## config.mk

```make
export PLATFORM = sky130hd
export DESIGN_NAME = serial_holding_register_responder
export DESIGN_NICKNAME = d
export VERILOG_FILES = /design/src/verilog/responder_pkg.sv /design/src/verilog/crc_if.sv /design/src/verilog/crc16_engine.sv /design/src/verilog/serial_holding_register_responder.sv
export VERILOG_INCLUDE_DIRS = /design/src /design/src/verilog
export SDC_FILE = /design/constraint.sdc
export NUM_CORES = 1
export LEC_CHECK = 0
export ABC_AREA = 1
export BUFFER_PORTS_ARGS = -buffer_cell sky130_fd_sc_hd__buf_2
export CAP_MARGIN = 20
export CORE_UTILIZATION = 25
export CTS_BUF_LIST = sky130_fd_sc_hd__clkbuf_4
export CTS_CLUSTER_DIAMETER = 200
export DETAILED_ROUTE_END_ITERATION = 10
export PLACE_DENSITY = 0.48
export SLEW_MARGIN = 20
export SYNTH_ARGS = -nofsm -noshare
export SYNTH_HDL_FRONTEND = slang
export SYNTH_SLANG_ARGS = --single-unit
```

## constraint.sdc

```tcl
create_clock -name clk_i -period 5.9 [get_ports clk_i]
set_input_delay 0.59 -clock clk_i [delete_from_list [all_inputs] [get_ports clk_i]]
set_output_delay 0.59 -clock clk_i [all_outputs]
set_load 0.02 [all_outputs]
```

## src/verilog/responder_cfg.svh

```systemverilog
// constants for the serial holding register responder
`ifndef RESPONDER_CFG_SVH
`define RESPONDER_CFG_SVH
`define FN_READ 8'h03
`define FN_WRITE 8'h06
`define FN_DIAG 8'h08
`define FN_ERR_FLAG 8'h80
`define SUB_ECHO 16'h0000
`define ADDR_BCAST 8'h00
`define ADDR_MAX 8'hF7
`define READ_MAX 8'h7D
`define QUERY_LEN 8'h08
`define QUERY_MIN 8'h04
`define EXC_FUNC 8'h01
`define EXC_DATA 8'h03
`define CRC_INIT 16'hFFFF
`define CRC_POLY 16'hA001
`endif

```

## src/verilog/responder_pkg.sv

```systemverilog
// types shared by the responder modules
package responder_pkg;
  typedef enum logic [2:0] {
    ST_IDLE = 3'b000,
    ST_EXEC = 3'b001,
    ST_SEND = 3'b010,
    ST_RDREQ = 3'b011,
    ST_RDWAIT = 3'b100
  } state_e;
  typedef enum logic [1:0] {
    K_ECHO = 2'b00,
    K_READ = 2'b01,
    K_ERR = 2'b10
  } kind_e;
  typedef enum logic [1:0] {
    P_BODY = 2'b00,
    P_CRCL = 2'b01,
    P_CRCH = 2'b10,
    P_DONE = 2'b11
  } phase_e;
  typedef logic [7:0] byte_t;
  typedef struct packed {
    state_e st;
    byte_t [7:0] qbuf;
    byte_t len;
    kind_e kind;
    phase_e ph;
    byte_t idx;
    byte_t cnt;
    logic [15:0] raddr;
    logic [15:0] rdat;
    byte_t ecode;
    byte_t txd;
    logic txv;
    logic txlast;
    logic wr;
    logic hi_ok;
  } resp_s;
  typedef struct packed {
    logic [15:0] crc;
  } crc_s;
endpackage : responder_pkg

```

## src/verilog/crc_if.sv

```systemverilog
// carrier between the responder and one check value engine
`timescale 1ns/100ps
interface crc_if;
  logic init;
  logic en;
  logic [7:0] data;
  logic [15:0] crc;
  modport ctl (output init, output en, output data, input crc);
  modport eng (input init, input en, input data, output crc);
endinterface : crc_if

```

## src/verilog/crc16_engine.sv

```systemverilog
// byte-wide check value engine, reflected polynomial
`timescale 1ns/100ps
`include "responder_cfg.svh"
module crc16_engine (
  // clock and reset
  input wire logic clk_i,
  input wire logic reset_n_i,
  // byte feed and result
  crc_if.eng c
);
  import responder_pkg::*;

  crc_s s_r;
  crc_s s_nxt;

  // one byte folded into the running value, lsb first
  function automatic logic [15:0] fold(input logic [15:0] v, input logic [7:0] d);
    logic [15:0] r;
    r = v ^ {8'h00, d};
    for (int i = 0; i < 8; i++) begin
      r = r[0] ? ((r >> 1) ^ `CRC_POLY) : (r >> 1);
    end
    return r;
  endfunction : fold

  // next value: init wins, else fold on enable
  always_comb begin
    s_nxt = s_r;
    if (c.init) begin
      s_nxt.crc = `CRC_INIT;
    end else if (c.en) begin
      s_nxt.crc = fold(s_r.crc, c.data);
    end
  end

  // state register
  always_ff @(posedge clk_i) begin
    if (!reset_n_i) begin
      s_r.crc <= `CRC_INIT;
    end else begin
      s_r <= s_nxt;
    end
  end

  assign c.crc = s_r.crc;
endmodule : crc16_engine

```

## src/verilog/serial_holding_register_responder.sv

```systemverilog
// query interpreter and responder for the serial holding register protocol
// How it works
// [RULE_01] read query: address, 03, start high/low, count high/low, check value
// [RULE_02] address field is register number minus 40001; passed through unchanged
// [RULE_03] a read asks for at most 125 registers
// [RULE_04] read and diagnostic queries to address 0 are invalid
// [RULE_05] read reply: address, 03, byte count, values high first ascending, check
// [RULE_06] byte count equals twice the register count
// [RULE_07] write query: address, 06, register high/low, two data bytes, check value
// [RULE_08] write to address 0 is a broadcast and is performed
// [RULE_09] write and diagnostic replies repeat the query byte for byte
// [RULE_10] nothing is sent for a broadcast query
// [RULE_11] master waits the processing time after a broadcast
// [RULE_12] diagnostic 08 with subfunction 0000 returns the query unchanged
// [RULE_13] diagnostic carries subfunction 0000 then any 16-bit data word
// [RULE_14] own slave addresses are 1 to 247, zero is broadcast
// [RULE_15] error reply carries the function code plus 80
// [RULE_16] check value travels low byte first, then high byte
// [RULE_17] reply starts only after the full query passed its check
`timescale 1ns/100ps
`include "responder_cfg.svh"
module serial_holding_register_responder #(
  parameter logic [7:0] READ_MAX = `READ_MAX
) (
  // clock and reset
  input wire logic clk_i,
  input wire logic reset_n_i,
  // own station address, 1 to 247
  input wire responder_pkg::byte_t station_i,
  // received frame bytes
  input wire responder_pkg::byte_t rx_data_i,
  input wire logic rx_valid_i,
  input wire logic rx_end_i,
  // transmit byte stream
  output responder_pkg::byte_t tx_data_o,
  output logic tx_valid_o,
  output logic tx_last_o,
  input wire logic tx_ready_i,
  // holding register read port, data one cycle after request
  output logic reg_rd_o,
  output logic [15:0] reg_rd_addr_o,
  input wire logic [15:0] reg_rd_data_i,
  // holding register write port
  output logic reg_wr_o,
  output logic [15:0] reg_wr_addr_o,
  output logic [15:0] reg_wr_data_o,
  // busy while a query is being executed or answered
  output logic busy_o
);
  import responder_pkg::*;

  // ------------------------------------------------------------
  // state and check value engines
  // ------------------------------------------------------------
  resp_s s_r;
  resp_s s_nxt;
  logic ld;
  byte_t lb;
  logic feed;
  logic bc;
  logic mine;
  logic good;
  logic [15:0] w1;
  logic [15:0] w2;

  crc_if rxc ();
  crc_if txc ();

  crc16_engine u_rx_crc (
    .clk_i(clk_i),
    .reset_n_i(reset_n_i),
    .c(rxc)
  );

  crc16_engine u_tx_crc (
    .clk_i(clk_i),
    .reset_n_i(reset_n_i),
    .c(txc)
  );

  // field views of the held query
  assign w1 = {s_r.qbuf[2], s_r.qbuf[3]};
  assign w2 = {s_r.qbuf[4], s_r.qbuf[5]};
  // [RULE_14] station match and broadcast
  assign bc = (s_r.qbuf[0] == `ADDR_BCAST);
  assign mine = (s_r.qbuf[0] == station_i) && (station_i <= `ADDR_MAX) && !bc;
  // [RULE_17] whole frame checks to zero residue
  assign good = (rxc.crc == 16'h0000) && (s_r.len >= `QUERY_MIN) && (bc || mine);

  // receive check runs only while listening
  assign rxc.init = (s_r.st != ST_IDLE);
  assign rxc.en = (s_r.st == ST_IDLE) && rx_valid_i;
  assign rxc.data = rx_data_i;
  // transmit check restarts with each query
  assign txc.init = (s_r.st == ST_EXEC);
  assign txc.en = ld && feed;
  assign txc.data = lb;

  // ------------------------------------------------------------
  // next state
  // ------------------------------------------------------------
  always_comb begin
    s_nxt = s_r;
    ld = 1'b0;
    lb = 8'h00;
    feed = 1'b0;
    s_nxt.wr = 1'b0;
    unique case (s_r.st)
      ST_IDLE: begin
        // bytes beyond eight are counted and checked but not kept
        if (rx_valid_i) begin
          if (s_r.len < `QUERY_LEN) begin
            s_nxt.qbuf[s_r.len[2:0]] = rx_data_i;
          end
          if (s_r.len != 8'hFF) begin
            s_nxt.len = s_r.len + 8'h01;
          end
        end
        if (rx_end_i) begin
          s_nxt.st = ST_EXEC;
        end
      end
      ST_EXEC: begin
        s_nxt.st = ST_IDLE;
        s_nxt.len = 8'h00;
        s_nxt.idx = 8'h00;
        s_nxt.ph = P_BODY;
        s_nxt.hi_ok = 1'b0;
        s_nxt.raddr = w1;
        s_nxt.cnt = s_r.qbuf[5];
        if (good) begin
          // [RULE_01] read query decode
          if (s_r.qbuf[1] == `FN_READ && s_r.len == `QUERY_LEN) begin
            // [RULE_04] broadcast read dropped
            if (!bc) begin
              s_nxt.st = ST_SEND;
              // [RULE_03] count limit
              if (w2 == 16'h0000 || w2 > {8'h00, READ_MAX}) begin
                s_nxt.kind = K_ERR;
                s_nxt.ecode = `EXC_DATA;
              end else begin
                s_nxt.kind = K_READ;
              end
            end
          end else if (s_r.qbuf[1] == `FN_WRITE && s_r.len == `QUERY_LEN) begin
            // [RULE_07] write query decode
            // [RULE_08] write performed, broadcast too
            s_nxt.wr = 1'b1;
            // [RULE_10] silent on broadcast
            if (!bc) begin
              s_nxt.st = ST_SEND;
              s_nxt.kind = K_ECHO;
            end
          end else if (s_r.qbuf[1] == `FN_DIAG && s_r.len == `QUERY_LEN) begin
            // [RULE_04] broadcast diagnostic dropped
            if (!bc) begin
              s_nxt.st = ST_SEND;
              // [RULE_13] only subfunction zero
              if (w1 == `SUB_ECHO) begin
                s_nxt.kind = K_ECHO;
              end else begin
                s_nxt.kind = K_ERR;
                s_nxt.ecode = `EXC_FUNC;
              end
            end
          end else if (!bc) begin
            s_nxt.st = ST_SEND;
            s_nxt.kind = K_ERR;
            s_nxt.ecode = `EXC_FUNC;
          end
        end
      end
      ST_RDREQ: begin
        s_nxt.st = ST_RDWAIT;
      end
      ST_RDWAIT: begin
        s_nxt.rdat = reg_rd_data_i;
        s_nxt.hi_ok = 1'b1;
        s_nxt.st = ST_SEND;
      end
      ST_SEND: begin
        // the output slot frees when empty or taken this cycle
        if (!s_r.txv || tx_ready_i) begin
          s_nxt.txv = 1'b0;
          s_nxt.txlast = 1'b0;
          unique case (s_r.ph)
            P_BODY: begin
              unique case (s_r.kind)
                K_ECHO: begin
                  // [RULE_09] [RULE_12] replay the query unchanged
                  ld = 1'b1;
                  lb = s_r.qbuf[s_r.idx[2:0]];
                  if (s_r.idx == `QUERY_LEN - 8'h01) begin
                    s_nxt.ph = P_DONE;
                    s_nxt.txlast = 1'b1;
                  end
                end
                K_ERR: begin
                  // [RULE_15] flagged function code
                  ld = 1'b1;
                  feed = 1'b1;
                  lb = (s_r.idx == 8'h00) ? s_r.qbuf[0] :
                       (s_r.idx == 8'h01) ? (s_r.qbuf[1] | `FN_ERR_FLAG) : s_r.ecode;
                  if (s_r.idx == 8'h02) begin
                    s_nxt.ph = P_CRCL;
                  end
                end
                default: begin
                  feed = 1'b1;
                  if (s_r.idx < 8'h03) begin
                    // [RULE_05] [RULE_06] header with byte count
                    ld = 1'b1;
                    lb = (s_r.idx == 8'h02) ? {s_r.cnt[6:0], 1'b0} : s_r.qbuf[s_r.idx[2:0]];
                  end else if (!s_r.hi_ok) begin
                    s_nxt.st = ST_RDREQ;
                  end else if (s_r.idx[0]) begin
                    // [RULE_05] high byte first
                    ld = 1'b1;
                    lb = s_r.rdat[15:8];
                  end else begin
                    // [RULE_02] next register ascending
                    ld = 1'b1;
                    lb = s_r.rdat[7:0];
                    s_nxt.hi_ok = 1'b0;
                    s_nxt.raddr = s_r.raddr + 16'h0001;
                    s_nxt.cnt = s_r.cnt - 8'h01;
                    if (s_r.cnt == 8'h01) begin
                      s_nxt.ph = P_CRCL;
                    end
                  end
                end
              endcase
            end
            P_CRCL: begin
              // [RULE_16] low byte first
              ld = 1'b1;
              lb = txc.crc[7:0];
              s_nxt.ph = P_CRCH;
            end
            P_CRCH: begin
              ld = 1'b1;
              lb = txc.crc[15:8];
              s_nxt.ph = P_DONE;
              s_nxt.txlast = 1'b1;
            end
            P_DONE: begin
              s_nxt.st = ST_IDLE;
            end
          endcase
          if (ld) begin
            s_nxt.txv = 1'b1;
            s_nxt.txd = lb;
            s_nxt.idx = s_r.idx + 8'h01;
          end
        end
      end
      default: begin
        s_nxt.st = ST_IDLE;
      end
    endcase
  end

  // state register
  always_ff @(posedge clk_i) begin
    if (!reset_n_i) begin
      s_r <= '0;
    end else begin
      s_r <= s_nxt;
    end
  end

  // ------------------------------------------------------------
  // outputs
  // ------------------------------------------------------------
  assign tx_data_o = s_r.txd;
  assign tx_valid_o = s_r.txv;
  assign tx_last_o = s_r.txlast;
  assign reg_rd_o = (s_r.st == ST_RDREQ);
  assign reg_rd_addr_o = s_r.raddr;
  assign reg_wr_o = s_r.wr;
  assign reg_wr_addr_o = w1;
  assign reg_wr_data_o = w2;
  assign busy_o = (s_r.st != ST_IDLE);
endmodule : serial_holding_register_responder

```

==> impl_metrics.py, run 1 <==
metrics = {
    "die": {
        "num_io_pins": 98,
        "die-area_sq_mm": 0.0401,
        "core_area_sq_mm": 0.0387,
        "std_cell_rows": 72,
        "start_util": 0.254,
        "die_h_um": 200,
        "die_w_um": 200,
    },
    "critical_path": {
        "r2r_slack_ns": 2.13,
        "crit_top_cell": "nand2_1",
        "slowest_delay_ns": 0.87,
        "path_cells": "inv_1 > ha_1 > nand2_1 > nor2_4 > inv_1 > nand2_1 > nand2_1 > nand4_1 > nand2_1 > nand2_1 > nand2_1 > nand2_2 > nand2_1 > nand3_1 > nand2_1 > nand2_1 > nand3_2 > nand2_2 > nand2_1 > nand3_1 > nand3_1 > nand2_1",
        "critical-path-top-delay-family": "simple AND/OR/NAND/NOR gates",
        "crit_buf_inv": 2,
        "cp.arrival_ns": 4.29,
        "crit_type": "register to register",
        "crit_path_start_kind": "register",
        "worstPathRequired_ns": 6.41,
        "end_kind": "register",
        "crit_fanout": 22,
        "cp_slowest_cell": "dfxtp_1",
    },
    "synthesis": {
        "yosysWarnings": 0,
        "synth_cell_types": 43,
        "synth_nets": 1504,
        "ys_seq_area_frac": 0.352,
        "yosys.area.top_type": "dfxtp_1",
        "synthTopCellsByArea": "dfxtp_1, o21ai_0, nand2_1",
        "syn_inst": 1453,
        "synth_top_area_share": 0.352,
        "syn_area_sq_mm": 0.00983,
        "syn_area_per_cell_sq_um": 6.76,
        "synth_seq_cells": 173,
    },
    "route": {
        "drt_iter0_drc": 825,
        "routed_wl_um": 33300,
        "drtPass1Iterations": 5,
        "wire_per_inst_um": 16.7,
        "drt.antenna.violating_nets": 0,
        "vias_per_cell": 4.77,
        "drc": 0,
        "vias": 9473,
    },
    "global_route": {
        "gr-total-overflow": 0,
        "grt_pass1_vias": 8761,
        "antenna_found_initial": 2,
        "grt_pass1_wl_um": 51900,
        "grt_max_degree": 94,
        "track_usage": 0.166,
    },
    "timing": {
        "final_max_slew_viol_count": 0,
        "hold_violations": 0,
        "worst_slew_pin_slew_ns": 1.14,
        "tns_ns": 0,
        "rsz0062_at_grt": "no",
        "period_share": 0.640,
        "setup_viol": 0,
        "max_freq_ghz": 0.265,
        "min_period_ns": 3.77,
        "relSlewSlack": 0.234,
        "holdWs_ns": 0.224,
        "skew_ns": 0.0317,
    },
    "finish": {
        "multi_input_area_sq_mm": 0.00492,
        "drive_above_1_share": 0.119,
        "seqCellArea_sq_mm": 0.00346,
        "fin_nets": 1505,
        "post-route-util": 0.274,
        "nFillCells": 4397,
        "post_layout_nonfiller_instances": 1988,
        "area_delta_synth_final_pct": 8.21,
    },
    "status": {
        "outcome": "complete, no violations",
    },
    "cts": {
        "htreeDepth": 4,
        "clk_pin_slew_ns": 0.16,
        "holdBufCountCts": 0,
        "clkLatencyLatePin_ns": 0.63,
        "root_buffer": "clkbuf_4",
        "clockBufferDepth": 2,
        "cts_sinks": 173,
        "cts_tree": "done",
        "cts_buffers": 17,
        "cts_resized": 0,
        "postCtsSetupBuffers": 0,
    },
    "min_path": {
        "hold_class": "input pin to register",
    },
    "power_and_ir_drop": {
        "switchingPower_uw": 2190,
        "ir_drop_uv": 129,
        "p_int_uw": 2310,
        "p_leak_uw": 0.00434,
        "p_comb_frac": 0.478,
        "clock_power_share": 0.173,
        "p_seq_frac": 0.350,
        "powerDensity_mw_per_mm2": 423,
        "switching_share": 0.486,
    },
    "run": {
        "max_cap_violations": 0,
    },
    "placement": {
        "dp_hpwl_um": 24800,
        "portBuffers": 97,
        "gp_congestion": 0.918,
        "place_inst": 1953,
    },
}
-- layout by cell type, fill, tap and decap left out, types with 2 or more instances in the layout --
| master | count |
|---|---|
| nand2_1 | 227 |
| inv_1 | 185 |
| dfxtp_1 | 173 |
| o21ai_0 | 171 |
| a21oi_1 | 167 |
| buf_2 | 97 |
| nor2_1 | 95 |
| nand3_1 | 95 |
| nor4_1 | 20 |
| nand4_1 | 18 |
| o211ai_1 | 18 |
| clkbuf_4 | 18 |
| nor3_1 | 17 |
| xnor2_1 | 16 |
| xor2_1 | 15 |
| ha_1 | 14 |
| inv_2 | 12 |
| o21ai_1 | 9 |
| a31oi_1 | 9 |
| a211oi_1 | 9 |
| o22ai_1 | 8 |
| nand2_2 | 7 |
| a221oi_1 | 6 |
| or2_2 | 6 |
| buf_4 | 6 |
| o221ai_1 | 5 |
| o2111ai_1 | 4 |
| nor3_2 | 4 |
| nor2_2 | 4 |
| inv_6 | 4 |
| diode_2 | 3 |
| or4_1 | 3 |
| nand3_2 | 3 |
| bufinv_16 | 3 |
| clkinv_4 | 3 |
| clkinv_1 | 2 |
| nor2_4 | 2 |
| clkinv_2 | 2 |
-- sequential cells by signal, summed over array words and instances (netlist names) --
name	flops
u_tx_crc.c.crc	16
reg_wr_data_o	16
tx_data_o	8
u_rx_crc.c.crc	16
reg_wr_o	1
reg_rd_addr_o	16
tx_last_o	1
tx_valid_o	1
reg_wr_addr_o	16
s_r	82
-- layer usage --
metal | GRT usage | part of all wire | up-vias
met5 | 0 | 0 | -
met1 | 0.236 | 0.49 | 4378
li1 | - | - | 4807
met3 | 0.0265 | 0.043 | 40
met2 | 0.252 | 0.44 | 248
met4 | 0.0619 | 0.024 | 0
-- through the flow --
stage / total power, uW / cell area, sq um / worst slack (ns)
after detailed placement: 3720 / 10300 / 2.22
after floorplan: 3190 / 9830 / 3.37
after global placement: 3700 / 10300 / 2.28
final: 4500 / 10600 / 2.13
after CTS: 4520 / 10600 / 2.16
after global routing: 4860 / 10600 / 1.73
-- path summary, 6_finish.rpt --
kind	startpoint	endpoint	depth (start not counted)
max reg2reg	s_r[61]	u_tx_crc.c.crc[0]	22
min reg2reg	s_r[134]	s_r[134]	2
min	reg_rd_data_i[14]	s_r[34]	3
max	s_r[61]	u_tx_crc.c.crc[0]	22
-- synthesized netlist by cell type --
master	number
a211oi_1	9
a21oi_1	167
a221oi_1	6
a22o_1	1
a22oi_1	1
a31oi_1	9
and3_1	1
buf_1	3
buf_2	12
buf_4	58
buf_6	2
clkbuf_1	46
clkinv_1	2
dfxtp_1	173
ha_1	14
inv_1	185
inv_2	12
nand2_1	227
nand2_2	7
nand3_1	95
nand3_2	3
nand4_1	18
nor2_1	96
nor2_2	3
nor2_4	2
nor3_1	18
nor3_2	3
nor4_1	20
o2111a_1	1
o2111ai_1	4
o211ai_1	18
o21ai_0	171
o21ai_1	9
o21bai_1	1
o221a_2	1
o221ai_1	5
o22ai_1	8
o311ai_0	1
o31ai_1	1
or2_2	6
or4_1	3
xnor2_1	16
xor2_1	15
-- layout make-up --
type	count	area share
timing repair buffer	103	0.0499
multi-input combinational	960	0.463
antenna	3	0.000706
sequential	173	0.326
clock inverter	14	0.0169
clock buffer	18	0.0127
inverter	199	0.0703
tap	518	0.0610
-- power by group through the flow --
stage	Sequential (uW)	Clock (uW)	Combinational, uW
global route	1600	860	2400
finish	1570	777	2150
CTS	1570	812	2140
global placement	1590	0	2110
floorplan	1510	0	1680
detailed placement	1590	0	2130
-- worst reg2reg max path: stages (launching register included) --
cell and delay [ns]:
dfxtp_1 0.87, inv_1 0.52, ha_1 0.36, nand2_1 0.12
nor2_4 0.07, inv_1 0.12, nand2_1 0.06, nand2_1 0.06
nand4_1 0.17, nand2_1 0.18, nand2_1 0.08, nand2_1 0.11
nand2_2 0.08, nand2_1 0.09, nand3_1 0.12, nand2_1 0.13
nand2_1 0.09, nand3_2 0.09, nand2_2 0.07, nand2_1 0.08
nand3_1 0.07, nand3_1 0.08, nand2_1 0.05
-- cell families after synthesis --
logic type | count (synthesis) | synth area share
compound gates | 413 | 0.228
xor+xnor | 31 | 0.0276
fa+ha+maj | 14 | 0.0178
buf+inv | 320 | 0.147
flops | 173 | 0.352
simple gates | 502 | 0.227
No activity file was read; power rests on OpenSTA's default activity.
==> inputs of run 2 (changes only) <==
- PLACE_DENSITY: 0.48 -> 0.5
- clock period: 5.9 -> 3.4 ns (I/O delays scaled with it)
==> run 2 against run 1 <==
Clock skew decreased by 0.0013 ns. Core utilization increased by 0.46 points. Sequential power increased by 72%. Via count increased by 2.2%. Routed wire length increased by 1.6%. Cell count increased by 1.3%. Largest power group unchanged. Highest routed layer unchanged.
==> impl_metrics.py, run 2 (synthesized netlist as in run 1, its figures left out) <==
metrics = {
    "status": {
        "outcome": "complete, no violations",
    },
    "die": {
        "std_cell_rows": 72,
        "num_io_pins": 98,
        "die_h_um": 200,
        "core_area_sq_mm": 0.0387,
        "start_util": 0.254,
        "die-area_sq_mm": 0.0401,
        "die_w_um": 200,
    },
    "global_route": {
        "gr-total-overflow": 0,
        "grt_max_degree": 93,
        "grt_pass1_vias": 8811,
        "grt_pass1_wl_um": 52100,
        "antenna_found_initial": 1,
        "track_usage": 0.169,
    },
    "critical_path": {
        "end_kind": "register",
        "crit_type": "register to register",
        "cp.arrival_ns": 3.59,
        "worstPathRequired_ns": 3.93,
        "slowest_delay_ns": 0.36,
        "path_cells": "buf_4 > ha_1 > nor2_1 > nand2_1 > nor2_1 > nand2_1 > a21oi_1 > nand2_1 > nand4_1 > nand2_1 > nand2_1 > nand2_1 > nand2_2 > inv_2 > nand2_1 > nand3_1 > nand2_1 > nand2_1 > nand3_2 > nand2_2 > nand2_1 > nand3_1 > nand3_1 > nand2_1",
        "cp_slowest_cell": "dfxtp_1",
        "crit_top_cell": "nand2_1",
        "crit_fanout": 17,
        "crit_path_start_kind": "register",
    },
    "finish": {
        "regMostFlops": "s_r",
        "post_layout_nonfiller_instances": 2014,
        "largest_register_ff_count": 82,
        "area_delta_synth_final_pct": 10.0,
        "finalInstanceArea_sq_mm": 0.0108,
        "mostFrequentLayoutCell": "nand2_1",
        "post-route-util": 0.279,
        "layout_common_cells": "nand2_1, inv_1, dfxtp_1",
        "drive_above_1_share": 0.122,
        "fin_nets": 1533,
    },
    "route": {
        "wire_per_inst_um": 16.8,
        "routed_wl_um": 33800,
        "drt_iter0_drc": 653,
        "drc": 0,
        "vias_per_cell": 4.81,
        "drtPass1Iterations": 7,
        "vias": 9678,
        "drt.antenna.violating_nets": 0,
    },
    "timing": {
        "min_period_ns": 3.06,
        "rsz0062_at_grt": "no",
        "hold_violations": 0,
        "tns_ns": 0,
        "setup_viol": 0,
        "final_max_slew_viol_count": 0,
        "skew_ns": 0.0304,
        "worst_slew_pin_slew_ns": 0.949,
        "max_freq_ghz": 0.327,
        "relSlewSlack": 0.365,
        "period_share": 0.900,
    },
    "cts": {
        "postCtsSetupBuffers": 0,
        "root_buffer": "clkbuf_4",
        "cts_tree": "done",
        "clk_pin_slew_ns": 0.16,
        "clockBufferDepth": 2,
        "clkLatencyLatePin_ns": 0.63,
        "cts_buffers": 17,
        "htreeDepth": 4,
        "cts_sinks": 173,
    },
    "power_and_ir_drop": {
        "powerDensity_mw_per_mm2": 715,
        "p_leak_uw": 0.00443,
        "ir_drop_uv": 314,
    },
    "placement": {
        "portBuffers": 97,
        "gp_congestion": 0.893,
        "place_area_sq_mm": 0.0104,
        "dp_hpwl_um": 25200,
        "place_inst": 1967,
    },
    "run": {
        "max_cap_violations": 0,
    },
    "min_path": {
        "hold_class": "input pin to register",
    },
}
==> run 2: cell count changes in the layout (fill, tap and decap cells not counted), sizes merged <==
cell / change
diode: -2
inv: -1
bufinv: -2
dlygate4sd3: +14
clkinv: +3
buf: +14
==> run 2: final cells by class <==
type	instances	area, sq um
well taps	518	648
repair buffers	131	776
multi-input cells	960	4920
flip-flops and latches	173	3460
clock inverters	14	119
clock buffers	18	135
diodes	1	2.50
inverters	199	747
fillers	4404	27900
==> run 2: worst paths after layout <==
path	startpoint	end	slack [ns]	depth (start not counted)
min reg2reg	s_r[133]	s_r[133]	0.46	2
min	reg_rd_data_i[1]	s_r[21]	0.05	3
max reg2reg	s_r[60]	u_tx_crc.c.crc[0]	0.34	24
max	s_r[60]	u_tx_crc.c.crc[0]	0.34	24
==> run 2: worst max-delay path, delay by kind of cell (launching register included) <==
family / cells / cell delay (ns)
and+or+nand+nor: 20 / 2.00
DFF: 1 / 0.36
buffers and inverters: 2 / 0.24
adders and majority gates: 1 / 0.22
AOI/OAI and AO/OA: 1 / 0.17
==> run 2: through the flow <==
stage	hold slack (ns)	power [uW]	worst slack (ns)
4_1_cts	0.0166	7770	0.419
3_3_place_gp	0.434	6540	0.466
3_5_place_dp	0.437	6550	0.455
5_1_grt	0.0330	8380	0.0409
2_1_floorplan	0.420	5530	0.868
6_report	0.0502	7730	0.342
==> run 2: timing repair <==
action                    CTS  global route
resized for setup           0             0
hold endpoints to repair   17             0
hold buffers               14             0
==> run 2: metal layers <==
| metal | vias up | wire [um] | global-route usage |
|---|---|---|---|
| met5 | - | 0 | 0 |
| met4 | 0 | 665 | 0.0502 |
| li1 | 4851 | - | - |
| met1 | 4541 | 16300 | 0.232 |
| met2 | 253 | 15300 | 0.268 |
| met3 | 33 | 1550 | 0.0299 |
==> run 2: report_power, final <==
| part | internal, uW | switching (uW) | total, uW |
|---|---|---|---|
| registers | 2350 | 349 | 2700 |
| logic | 1200 | 2650 | 3850 |
| clock network | 374 | 807 | 1180 |
| total | 3930 | 3810 | 7730 |
==> inputs of run 3 (changes only) <==
--- a/config.mk
+++ b/config.mk
@@ -19,2 +19,3 @@
 export SYNTH_HDL_FRONTEND = slang
 export SYNTH_SLANG_ARGS = --single-unit
+export TNS_END_PERCENT = 30
==> constraint.sdc (replaced) <==
create_clock -name clk_i -period 3.4 [get_ports clk_i]
set_input_delay 0.68 -clock clk_i [delete_from_list [all_inputs] [get_ports clk_i]]
set_output_delay 0.68 -clock clk_i [all_outputs]
set_load 0.02 [all_outputs]
==> run 3 against run 2 <==
Final area down 0.75%. Largest power group unchanged. Core utilization down 0.21 points. Clock power about the same. Sequential cell count unchanged. Sequential power about the same. Clock skew up 0.011 ns. Hold slack better by 0.27 ns. Setup slack worse by 0.041 ns. Critical path depth unchanged.
==> impl_metrics.py, run 3 (synthesized netlist as in run 1, its figures left out) <==
metrics = {
    "status": {
        "outcome": "complete, no violations",
    },
    "power_and_ir_drop": {
        "p_comb_frac": 0.498,
        "p_int_uw": 3940,
        "p_leak_uw": 0.00440,
        "clock_power_share": 0.154,
        "switching_share": 0.492,
        "power_uw": 7760,
        "switchingPower_uw": 3820,
        "powerDensity_mw_per_mm2": 723,
        "p_seq_frac": 0.348,
        "ir_drop_uv": 230,
    },
    "critical_path": {
        "end_kind": "register",
        "worstPathRequired_ns": 3.90,
        "crit_fanout": 17,
        "cp.arrival_ns": 3.60,
        "crit_path_start_kind": "register",
        "crit_type": "register to register",
    },
    "cts": {
        "cts_buffers": 17,
        "clk_pin_slew_ns": 0.15,
        "htreeDepth": 4,
        "cts_resized": 0,
        "root_buffer": "clkbuf_4",
        "clkLatencyLatePin_ns": 0.63,
        "clockBufferDepth": 2,
        "postCtsSetupBuffers": 0,
        "holdBufCountCts": 0,
        "cts_sinks": 173,
        "cts_tree": "done",
    },
    "placement": {
        "place_area_sq_mm": 0.0105,
        "portBuffers": 97,
        "gp_congestion": 0.917,
        "dp_hpwl_um": 25500,
    },
    "route": {
        "drt.antenna.violating_nets": 0,
        "vias": 9585,
        "drc": 0,
        "routed_wl_um": 33900,
        "vias_per_cell": 4.78,
        "drtPass1Iterations": 5,
        "wire_per_inst_um": 16.9,
        "drt_iter0_drc": 713,
    },
    "finish": {
        "nFillCells": 4410,
        "fin_nets": 1524,
        "mostFrequentLayoutCell": "nand2_1",
        "area_delta_synth_final_pct": 9.18,
        "layout_common_cells": "nand2_1, inv_1, dfxtp_1",
        "multi_input_area_sq_mm": 0.00492,
        "drive_above_1_share": 0.128,
        "seqCellArea_sq_mm": 0.00346,
        "regMostFlops": "s_r",
        "finalInstanceArea_sq_mm": 0.0107,
        "largest_register_ff_count": 82,
    },
    "timing": {
        "max_freq_ghz": 0.323,
        "worst_slew_pin_slew_ns": 0.967,
        "hold_violations": 0,
        "relSlewSlack": 0.349,
        "rsz0062_at_grt": "no",
        "final_max_slew_viol_count": 0,
        "period_share": 0.912,
        "min_period_ns": 3.10,
        "holdWs_ns": 0.323,
        "skew_ns": 0.0410,
        "tns_ns": 0,
        "setup_viol": 0,
    },
    "run": {
        "max_cap_violations": 0,
    },
    "global_route": {
        "antenna_found_initial": 2,
        "grt_pass1_wl_um": 51800,
        "grt_pass1_vias": 8770,
        "gr-total-overflow": 0,
        "track_usage": 0.167,
        "grt_max_degree": 72,
    },
    "die": {
        "std_cell_rows": 72,
        "die_h_um": 200,
        "die_w_um": 200,
        "core_area_sq_mm": 0.0387,
        "start_util": 0.254,
        "num_io_pins": 98,
        "die-area_sq_mm": 0.0401,
    },
    "min_path": {
        "hold_class": "input pin to register",
    },
}
-- run 3: layout make-up --
type                       instances  area share
inverter                         199      0.0696
antenna                            1    0.000233
timing repair buffer             122      0.0639
sequential                       173       0.323
tap                              518      0.0604
clock buffer                      17      0.0119
multi-input combinational        960       0.458
clock inverter                    14      0.0126
-- run 3: worst max-delay path: stages (launching register included) --
cell and delay (ns):
dfxtp_1 0.36, buf_4 0.20, ha_1 0.22, nor2_1 0.12
nand2_1 0.11, inv_1 0.08, nand2_2 0.08, nand2_2 0.14
o21ai_0 0.10, a21oi_1 0.23, nand3_1 0.14, nand2_1 0.15
nand2_1 0.06, nand2_1 0.06, nand2_1 0.08, inv_1 0.11
nand3_2 0.10, nand2_1 0.11, nand2_1 0.09, nand3_2 0.09
nand2_2 0.07, nand2_1 0.08, nand3_1 0.07, nand3_1 0.08
nand2_1 0.04
-- run 3: final timing paths --
path | slack [ns] | from | endpoint | depth (start not counted)
setup / recovery | 0.30 | s_r[60] | u_tx_crc.c.crc[0] | 24
hold / removal | 0.32 | reg_rd_data_i[6] | s_r[26] | 3
hold reg to reg | 0.46 | s_r[134] | s_r[134] | 2
setup reg to reg | 0.30 | s_r[60] | u_tx_crc.c.crc[0] | 24
-- run 3: layer usage --
metal	part of all wire	wire length (um)	global-route usage
met1	0.48	16400	0.229
met2	0.44	14900	0.258
met3	0.053	1790	0.0338
met4	0.024	813	0.0597
met5	0.00029	10	0
-- run 3: power groups by stage --
stage	clock (uW)	sequential [uW]	combinational, uW
detailed placement	0	2740	3840
global placement	0	2740	3830
finish	1200	2700	3870
CTS	1250	2690	3860
global route	1310	2750	4300
floorplan	0	2620	2910
-- run 3: stage by stage --
stage	setup WS (ns)	utilization	instances
2_1_floorplan	0.868	-	1453
3_3_place_gp	0.460	0.270	1972
3_5_place_dp	0.421	0.270	1972
4_1_cts	0.346	0.277	2003
5_1_grt	0.00883	0.277	2004
6_report	0.300	0.277	2004
